`src/inc/lro_pkg.sv`:
```
// Package for the relay output override block: register map, reset values, carriers.
// Assumes a word-addressed register port relative to the block base address.
package lro_pkg;
	localparam int LRO_ADDR_W = 16;
	localparam logic [LRO_ADDR_W-1:0] LRO_OFF_OUTPUT = 16'h0000;
	localparam logic [LRO_ADDR_W-1:0] LRO_OFF_ENABLE = 16'h0001;
	localparam logic [LRO_ADDR_W-1:0] LRO_OFF_VALUE = 16'h0002;
	localparam logic LRO_RST_ENABLE = 1'h0;
	localparam logic LRO_RST_VALUE = 1'h0;
	localparam logic LRO_RST_OUTPUT = 1'h0;

	typedef struct packed {
		logic wr;
		logic rd;
		logic [LRO_ADDR_W-1:0] addr;
		logic wdata;
	} lro_req_s;

	typedef struct packed {
		logic valid;
		logic hit;
		logic rdata;
	} lro_rsp_s;
endpackage

```
`src/hw/lro_override_regs.sv`:
```
// Override register pair: enable flag and forced value, written and read remotely.
// Assumes one request per clock on a synchronous register port.
`timescale 1ns/1ps
module lro_override_regs (
	input wire logic clock,
	input wire logic rst_n,
	input wire lro_pkg::lro_req_s req,
	input wire logic relay_point_output,
	output logic override_enable_flag,
	output logic override_forced_value,
	output lro_pkg::lro_rsp_s rsp
);
	import lro_pkg::*;

	logic enable_ff, nxt_enable;
	logic value_ff, nxt_value;
	lro_rsp_s rsp_ff, nxt_rsp;

	function automatic logic is_mapped(input logic [LRO_ADDR_W-1:0] a);
		is_mapped = (a == LRO_OFF_OUTPUT) || (a == LRO_OFF_ENABLE) || (a == LRO_OFF_VALUE);
	endfunction

	always_comb begin
		nxt_enable = enable_ff;
		nxt_value = value_ff;
		if (req.wr && req.addr == LRO_OFF_ENABLE) begin
			nxt_enable = req.wdata;
		end
		if (req.wr && req.addr == LRO_OFF_VALUE) begin
			nxt_value = req.wdata;
		end
		nxt_rsp.valid = req.rd || req.wr;
		nxt_rsp.hit = is_mapped(req.addr) && (req.rd || req.wr);
		case (req.addr)
			LRO_OFF_OUTPUT: nxt_rsp.rdata = relay_point_output;
			LRO_OFF_ENABLE: nxt_rsp.rdata = enable_ff;
			LRO_OFF_VALUE: nxt_rsp.rdata = value_ff;
			default: nxt_rsp.rdata = 1'h0;
		endcase
		if (!req.rd) begin
			nxt_rsp.rdata = 1'h0;
		end
	end

	always_ff @(posedge clock) begin
		if (!rst_n) begin
			enable_ff <= LRO_RST_ENABLE;
			value_ff <= LRO_RST_VALUE;
			rsp_ff <= '0;
		end else begin
			enable_ff <= nxt_enable;
			value_ff <= nxt_value;
			rsp_ff <= nxt_rsp;
		end
	end

	assign override_enable_flag = enable_ff;
	assign override_forced_value = value_ff;
	assign rsp = rsp_ff;

	a_enable_write: assert property (@(posedge clock) disable iff (!rst_n)
		req.wr && req.addr == LRO_OFF_ENABLE |=> enable_ff == $past(req.wdata))
		else $error("enable flag did not take written value");
	a_value_write: assert property (@(posedge clock) disable iff (!rst_n)
		req.wr && req.addr == LRO_OFF_VALUE |=> value_ff == $past(req.wdata))
		else $error("forced value did not take written value");
	a_unmapped_read: assert property (@(posedge clock) disable iff (!rst_n)
		req.rd && !is_mapped(req.addr) |=> rsp_ff.valid && !rsp_ff.hit && !rsp_ff.rdata)
		else $error("unmapped read not answered as miss");
	c_enable_set: cover property (@(posedge clock) disable iff (!rst_n) req.wr && req.addr == LRO_OFF_ENABLE && req.wdata);
endmodule

```
`src/hw/lro_override_relay_block.sv`:
```
// Top of the relay output override: passes source input or forced value to the relay point.
// Assumes source_input is synchronous to clock; one evaluation per clock edge.
// Summary of operation
// - While the override flag is set, the relay output takes the forced value.
// - While the override flag is clear, the relay output follows the source input.
// - The override flag reads 1 when the override is active and 0 when passive.
// - The override flag is read and written remotely at base plus one and steers the override.
// - The forced value is read and written remotely at base plus two and is applied while active.
`timescale 1ns/1ps
module lro_override_relay_block (
	input wire logic clock,
	input wire logic rst_n,
	input wire logic source_input,
	input wire lro_pkg::lro_req_s reg_req,
	output lro_pkg::lro_rsp_s reg_rsp,
	output logic relay_point_output,
	output logic lock_active
);
	import lro_pkg::*;

	logic flag;
	logic forced;
	logic out_ff, nxt_out;
	logic lock_ff, nxt_lock;

	lro_override_regs u_regs (
		.clock(clock),
		.rst_n(rst_n),
		.req(reg_req),
		.relay_point_output(out_ff),
		.override_enable_flag(flag),
		.override_forced_value(forced),
		.rsp(reg_rsp)
	);

	// Evaluated every clock from the registered flag and value
	always_comb begin
		nxt_lock = flag;
		if (flag) begin
			nxt_out = forced;
		end else begin
			nxt_out = source_input;
		end
	end

	always_ff @(posedge clock) begin
		if (!rst_n) begin
			out_ff <= LRO_RST_OUTPUT;
			lock_ff <= LRO_RST_ENABLE;
		end else begin
			out_ff <= nxt_out;
			lock_ff <= nxt_lock;
		end
	end

	assign relay_point_output = out_ff;
	assign lock_active = lock_ff;

	// Request decode shared by the port checks
	function automatic logic is_access_to(input lro_req_s q, input logic [LRO_ADDR_W-1:0] off);
		is_access_to = (q.wr || q.rd) && (q.addr == off);
	endfunction

	function automatic logic is_known_offset(input logic [LRO_ADDR_W-1:0] a);
		is_known_offset = (a == LRO_OFF_OUTPUT) || (a == LRO_OFF_ENABLE) || (a == LRO_OFF_VALUE);
	endfunction

	logic any_access;
	logic flag_write;
	logic value_write;
	logic known_access;
	logic unknown_access;

	assign any_access = reg_req.wr || reg_req.rd;
	assign flag_write = reg_req.wr && is_access_to(reg_req, LRO_OFF_ENABLE);
	assign value_write = reg_req.wr && is_access_to(reg_req, LRO_OFF_VALUE);
	assign known_access = any_access && is_known_offset(reg_req.addr);
	assign unknown_access = any_access && !is_known_offset(reg_req.addr);

	// Register port answers
	property p_answer_follows;
		@(posedge clock) disable iff (!rst_n)
		any_access |=> reg_rsp.valid;
	endproperty
	a_answer_follows: assert property (p_answer_follows)
		else $error("register request left unanswered");

	property p_answer_once;
		@(posedge clock) disable iff (!rst_n)
		!any_access |=> !reg_rsp.valid;
	endproperty
	a_answer_once: assert property (p_answer_once)
		else $error("register answer without request");

	property p_idle_quiet;
		@(posedge clock) disable iff (!rst_n)
		!reg_rsp.valid |-> !reg_rsp.hit && !reg_rsp.rdata;
	endproperty
	a_idle_quiet: assert property (p_idle_quiet)
		else $error("idle register answer not cleared");

	property p_known_hit;
		@(posedge clock) disable iff (!rst_n)
		known_access |=> reg_rsp.hit;
	endproperty
	a_known_hit: assert property (p_known_hit)
		else $error("mapped offset answered as miss");

	property p_unknown_miss;
		@(posedge clock) disable iff (!rst_n)
		unknown_access |=> !reg_rsp.hit && !reg_rsp.rdata;
	endproperty
	a_unknown_miss: assert property (p_unknown_miss)
		else $error("unmapped offset answered as hit");

	property p_write_no_data;
		@(posedge clock) disable iff (!rst_n)
		reg_req.wr && !reg_req.rd |=> !reg_rsp.rdata;
	endproperty
	a_write_no_data: assert property (p_write_no_data)
		else $error("write answered with read data");

	property p_output_read;
		@(posedge clock) disable iff (!rst_n)
		reg_req.rd && is_access_to(reg_req, LRO_OFF_OUTPUT) |=> reg_rsp.rdata == $past(relay_point_output);
	endproperty
	a_output_read: assert property (p_output_read)
		else $error("relay readback wrong");

	property p_read_old_flag;
		@(posedge clock) disable iff (!rst_n)
		reg_req.rd && flag_write |=> reg_rsp.rdata == $past(flag);
	endproperty
	a_read_old_flag: assert property (p_read_old_flag)
		else $error("read with write did not return old flag");

	// Register contents change only by remote write or by reset
	property p_flag_hold;
		@(posedge clock) disable iff (!rst_n)
		!flag_write |=> $stable(flag);
	endproperty
	a_flag_hold: assert property (p_flag_hold)
		else $error("flag changed without write");

	property p_value_hold;
		@(posedge clock) disable iff (!rst_n)
		!value_write |=> $stable(forced);
	endproperty
	a_value_hold: assert property (p_value_hold)
		else $error("forced value changed without write");

	property p_refused_write;
		@(posedge clock) disable iff (!rst_n)
		reg_req.wr && !flag_write && !value_write |=> $stable(flag) && $stable(forced);
	endproperty
	a_refused_write: assert property (p_refused_write)
		else $error("refused write changed a register");

	// Relay drive and status
	property p_locked_output;
		@(posedge clock) disable iff (!rst_n)
		$past(rst_n) && lock_active |-> relay_point_output == $past(forced);
	endproperty
	a_locked_output: assert property (p_locked_output)
		else $error("locked output differs from forced value");

	property p_unlocked_output;
		@(posedge clock) disable iff (!rst_n)
		$past(rst_n) && !lock_active |-> relay_point_output == $past(source_input);
	endproperty
	a_unlocked_output: assert property (p_unlocked_output)
		else $error("unlocked output differs from source");

	property p_unlock_latency;
		@(posedge clock) disable iff (!rst_n)
		flag_write && !reg_req.wdata |=> ##1 relay_point_output == $past(source_input);
	endproperty
	a_unlock_latency: assert property (p_unlock_latency)
		else $error("unlock write not applied by next evaluation");

	property p_status_steady;
		@(posedge clock) disable iff (!rst_n)
		$stable(flag) |=> $stable(lock_active);
	endproperty
	a_status_steady: assert property (p_status_steady)
		else $error("lock status moved with steady flag");

	property p_forced_steady;
		@(posedge clock) disable iff (!rst_n)
		lock_active && flag && $stable(forced) |=> $stable(relay_point_output);
	endproperty
	a_forced_steady: assert property (p_forced_steady)
		else $error("locked output moved with steady forced value");

	property p_release_quiet;
		@(posedge clock) disable iff (!rst_n)
		$rose(rst_n) |-> !relay_point_output && !lock_active && !reg_rsp.valid;
	endproperty
	a_release_quiet: assert property (p_release_quiet)
		else $error("outputs not at reset values on release");

	a_forced_drive: assert property (@(posedge clock) disable iff (!rst_n)
		flag |=> relay_point_output == $past(forced))
		else $error("output not forced while locked");
	a_pass_through: assert property (@(posedge clock) disable iff (!rst_n)
		!flag |=> relay_point_output == $past(source_input))
		else $error("output not following source while unlocked");
	a_flag_status: assert property (@(posedge clock) disable iff (!rst_n)
		##1 lock_active == $past(flag))
		else $error("lock status does not mirror flag");
	a_write_latency: assert property (@(posedge clock) disable iff (!rst_n)
		reg_req.wr && reg_req.addr == LRO_OFF_ENABLE && reg_req.wdata
		|=> ##1 relay_point_output == $past(forced))
		else $error("lock write not applied by next evaluation");
	a_value_latency: assert property (@(posedge clock) disable iff (!rst_n)
		flag && reg_req.wr && reg_req.addr == LRO_OFF_VALUE && $stable(flag)
		##1 flag |=> relay_point_output == $past(reg_req.wdata, 2))
		else $error("forced value write not applied");
	a_flag_read: assert property (@(posedge clock) disable iff (!rst_n)
		reg_req.rd && reg_req.addr == LRO_OFF_ENABLE |=> reg_rsp.rdata == $past(flag))
		else $error("flag readback wrong");
	a_value_read: assert property (@(posedge clock) disable iff (!rst_n)
		reg_req.rd && reg_req.addr == LRO_OFF_VALUE |=> reg_rsp.valid && reg_rsp.rdata == $past(forced))
		else $error("value readback wrong");
	a_reset_quiet: assert property (@(posedge clock)
		!rst_n |=> !relay_point_output && !lock_active)
		else $error("outputs not cleared by reset");

	c_locked_high: cover property (@(posedge clock) disable iff (!rst_n) lock_active && relay_point_output);
	c_locked_low: cover property (@(posedge clock) disable iff (!rst_n) lock_active && !relay_point_output);
	c_unlock: cover property (@(posedge clock) disable iff (!rst_n) lock_active ##1 !lock_active);
	c_pass: cover property (@(posedge clock) disable iff (!rst_n) !lock_active && relay_point_output);
endmodule

```
`config.mk`:
```
export PLATFORM = sky130hd
export DESIGN_NAME = lro_override_relay_block
export DESIGN_NICKNAME = d
export VERILOG_FILES = /design/src/inc/lro_pkg.sv /design/src/hw/lro_override_regs.sv /design/src/hw/lro_override_relay_block.sv
export SDC_FILE = /design/constraint.sdc
export NUM_CORES = 1
export LEC_CHECK = 0
export BUFFER_PORTS_ARGS = -buffer_cell sky130_fd_sc_hd__buf_2
export CAP_MARGIN = 40
export CORE_AREA = 8 8 45 47
export CTS_BUF_LIST = sky130_fd_sc_hd__clkbuf_4
export DETAILED_ROUTE_END_ITERATION = 8
export DIE_AREA = 0 0 53 55
export HOLD_SLACK_MARGIN = 0.12
export PLACE_DENSITY_LB_ADDON = 0.05
export SYNTH_ARGS = -nofsm -noshare
export SYNTH_HDL_FRONTEND = slang
export SYNTH_SLANG_ARGS = --single-unit
```
`constraint.sdc`:
```
create_clock -name clock -period 1.15 [get_ports clock]
set_input_delay 0.1725 -clock clock [delete_from_list [all_inputs] [get_ports clock]]
set_output_delay 0.1725 -clock clock [all_outputs]
set_load 0.02 [all_outputs]
```
Word-level counts from Yosys, hierarchy flattened
Index checks and enable logic that the tools add are counted.

Register bits after elaboration: 7. Bits of input ports: 22. Output and inout port bits: 5. Logic and storage cells: 19.

Equality and inequality tests: 2. Multiplexer cells: 2. Reductions and logical operators: 8.

Operators with widths (count): 16-bit by 1-bit == test with 1-bit output (second input constant) (1); 16-bit by 2-bit == test with 1-bit output (second input constant) (1); 16-bit logical NOT (1); 1-bit logical AND (3); 1-bit logical OR (3); 1-bit one-hot mux with 3 select lines (1); 2-bit AND reduction (1); 1-bit two-way mux (1).

Depth between registers and ports, before layout
Word-level depth: 4. Mapped depth: 4. Depth with buffers taken out: 4.

Cells and area by module
Synthesis repeated with hierarchy kept, for this count alone.

Cells, all modules: 32. Area total of the unflattened synthesis: 322.8 µm².

By module, submodules not included: lro_override_regs (times used 1, cells an instance 27, area an instance 259.0 µm², seq. area each 100.1 µm²); lro_override_relay_block (times used 1, cells an instance 5, area an instance 63.8 µm², seq. area each 40.0 µm²).

Worst setup path before layout
Ideal clock, no wire load.

Path kind: input -> register. Start point: input reg_req[13] (netlist bit). End point: register u_regs.enable_ff, in the netlist u_regs.override_enable_flag. Setup time: 0.072 ns. Arrival: 0.991 ns. Required time: 1.078 ns. Setup slack: 0.087 ns. Cell stages on the path: 4. Path buffers: 0. Path through: nor4_2 -> nand4_2 -> nor3_2 -> mux2i_1.

Cells in the longest elaborated chain, start to end: 2.

RTL lines: start: declaration (RTL line lro_override_relay_block.sv:14) `input wire lro_pkg::lro_req_s reg_req,`; 16-bit by 1-bit == test with 1-bit output (RTL line lro_override_regs.sv:26) `if (req.wr && req.addr == LRO_OFF_ENABLE) begin`; 1-bit logical AND (RTL line lro_override_regs.sv:26); end signal: assignment (RTL line lro_override_regs.sv:51) `enable_ff <= nxt_enable;`; end: declaration (RTL line lro_override_regs.sv:15) `logic enable_ff, nxt_enable;`.

Every way passes these cells. A chain may end at the register's enable or synchronous reset.

Final worst setup path
Start point: input reg_req[6] (netlist bit). End point: register u_regs.enable_ff, in the netlist u_regs.override_enable_flag.

The elaborated chain is that of the path after synthesis.

==> key figures <==
Min path
  – Worst hold path type: primary input to flop

Placed design
  – PortBufs: 26
  – Dpl ws: -0.1181 ns
  – Placer Congestion: 0.7010
  – Post-DP HPWL: 803.8 um
  – Cells after DPL: 76

Layout
  – Layout Utilization: 36.44%
  – Register area: 140.1 um2
  – Area Overhead vs Synth: 59.29%
  – Number of diodes: 0
  – # fillers: 153
  – Non-filler cells, final: 80
  – Multi-input logic area: 172.7 um2
  – Share of layout cells above drive strength 1: 56.25%
  – Nets: 87

GRT
  – GR peak layer: met2
  – GR Util met1: 8.397%
  – Global-route wire length before repair: 1.607 mm
  – Largest net degree at the start of global routing: 7
  – Met2 Use GR: 10.35%
  – Total gr overflow: 0
  – GRT met3 Usage: 6.684%
  – GR Util All Layers: 7.608%
  – Initial antenna violation count: 0
  – Vias in the first global route: 403

Power and ir drop
  – Sw Ratio: 22.53%
  – Comb power frac: 13.0%
  – Switch Pwr: 0.1284 mW
  – Pwr Density: 1130 nW/um2
  – P_leak: 0.2495 nW
  – Int Pwr: 0.4415 mW
  – Worst IR Drop VDD: 0.5170 mV
  – Clock Power Share: 43.5%
  – Reg power frac: 43.6%

Clocking
  – CTS Hold Buffers Added: 0
  – CTS tree: done
  – Total clock buffers created by CTS: 3
  – Post-CTS setup buffer count: 0
  – Clock root buffer: clkbuf_4
  – Clock net sink count: 7
  – Clock Tree Buf Depth: 2
  – Htree depth: 1
  – Post-CTS sizing: 0
  – Clock Pin Slew Worst Setup and Hold Paths: 0.05 ns
  – Clk_lat worst skew: 0.25 ns

Drt
  – Post-Route WL: 897 um
  – Wire length per cell: 11.21 um
  – Initial DRT Pass Iterations: 2
  – DRC Markers: 0
  – Via count: 347
  – Vias per cell: 4.338
  – DR iter-0 viols: 2
  – Antenna viol nets, final: 0

Logic synthesis
  – Sequential area share after synthesis: 44.27%
  – YS warnings: 0
  – Syn Area/Cell: 9.593 um2
  – Yosys reg bits: 7
  – Post-Syn Instances: 33
  – Syn_nets: 55
  – Synth cell types: 14
  – Synthesized area: 316.6 um2

Die
  – Die W: 53 um
  – Row cnt: 14
  – Core footprint: 1384 um2
  – Die H: 55 um
  – Initial Utilization: 22.88%
  – Boundary Pins: 27
  – Die Area: 2915 um2

Timing
  – Final hold violations: 0
  – Slew Limit Fails: 0
  – PnR worst setup slack: 0.1684 ns
  – Unrepaired setup endpoints after global routing: no
  – Worst slew pin tran: 0.2415 ns
  – Final setup violation count: 0
  – Clock Skew: 0.001519 ns
  – Post-route clock period utilization: 85.36%
  – Fin Setup TNS: 0 ns
  – Max-Slew Margin vs Limit: 83.77%
  – Final Critical Period: 0.9816 ns
  – Max Freq: 1019 MHz

Setup path
  – Setup crit start kind: primary input
  – Critical path endpoint category: flop
  – Critical path type: primary input to flop
  – Maximum fanout along the worst path: 4
  – Critical Path AT: 1.16 ns
  – WP data required: 1.33 ns

Run status
  – Status: completed

Flow run
  – Max_cap viols: 0
[synthesized netlist by cell type]
| cell type | number | share of area (%) |
|---|---|---|
| nor3_2 | 1 | 3.2 |
| nand2_1 | 7 | 8.3 |
| mux2i_1 | 3 | 9.5 |
| o21a_1 | 1 | 2.4 |
| o31ai_1 | 1 | 2.4 |
| nor2_1 | 3 | 3.6 |
| dfxtp_1 | 7 | 44 |
| nor2b_1 | 2 | 4.0 |
| o211ai_1 | 1 | 2.4 |
| inv_1 | 1 | 1.2 |
| nor4_2 | 3 | 12 |
| nand4_2 | 1 | 4.0 |
| nor3_1 | 1 | 1.6 |
| a21oi_1 | 1 | 1.6 |
[worst max-delay path: stages]
cell     delay [ns]
buf_2          0.10
nor4_2         0.29
nand4_2        0.19
nor3_2         0.21
mux2i_1        0.19
[layout make-up]
cell class | instances | area share (%)
Sequential cell | 7 | 27.79
Inverter | 1 | 0.7444
Tap cell | 16 | 3.970
Clock buffer | 4 | 5.955
Timing Repair Buffer | 27 | 27.30
Multi-Input combinational cell | 25 | 34.24
[through the flow]
step / power, mW / hold slack (ns) / area [um2]
after floorplan: 0.2775 / 0.2876 / 316.6
after global placement: 0.3292 / 0.4288 / 474.2
after detailed placement: 0.3287 / 0.4288 / 474.2
after CTS: 0.5889 / 0.1557 / 504.2
after global routing: 0.6139 / 0.1537 / 504.2
final: 0.5699 / 0.1614 / 504.2
[kinds of logic after synthesis]
kind of cell           count (synthesis)  share of synthesized area, %
AOI/OAI and AO/OA                      4                         8.697
buffers and inverters                  1                         1.185
muxes                                  3                         9.487
DFF                                    7                         44.27
and+or+nand+nor                       18                         36.36
[final timing paths]
| kind | end | slack [ns] | startpoint | cells past startpoint |
|---|---|---|---|---|
| setup / recovery | u_regs.override_enable_flag | 0.17 | reg_req[6] | 5 |
| hold / removal | u_regs.rsp[0] | 0.16 | reg_req[17] | 3 |
| setup reg to reg | u_regs.rsp[0] | 0.37 | u_regs.override_enable_flag | 4 |
| hold reg to reg | lock_active | 0.50 | u_regs.override_enable_flag | 2 |
[cell usage in the layout (no fill, tap or decap)]
master	count
inv_1	1
nor3_2	1
o211ai_1	1
clkbuf_4	4
o21a_1	1
buf_4	1
nor2_1	3
nor3_1	1
nand4_2	1
o31ai_1	1
dfxtp_1	7
nor4_2	3
a21oi_1	1
nand2_1	7
mux2i_1	3
nor2b_1	2
buf_2	26
[routing by layer]
layer,vias to the layer above,wire (um)
met5,-,0
met4,0,0
met3,0,143
met2,23,330
met1,145,424
li1,179,-
[state kept, by name (all words and copies together), names as in the netlist]
signal / cells
u_regs.override_enable_flag: 1
u_regs.override_forced_value: 1
u_regs.rsp: 3
lock_active: 1
relay_point_output: 1
[power by group through the flow]
stage               Combinational (mW)  Sequential (mW)  Clock (mW)
CTS                             0.0754            0.248       0.265
finish                          0.0740            0.248       0.248
detailed placement              0.0754            0.253           0
global route                    0.0833            0.249       0.282
floorplan                       0.0186            0.259           0
global placement                0.0758            0.253           0
No activity file was read; power rests on OpenSTA's default activity.
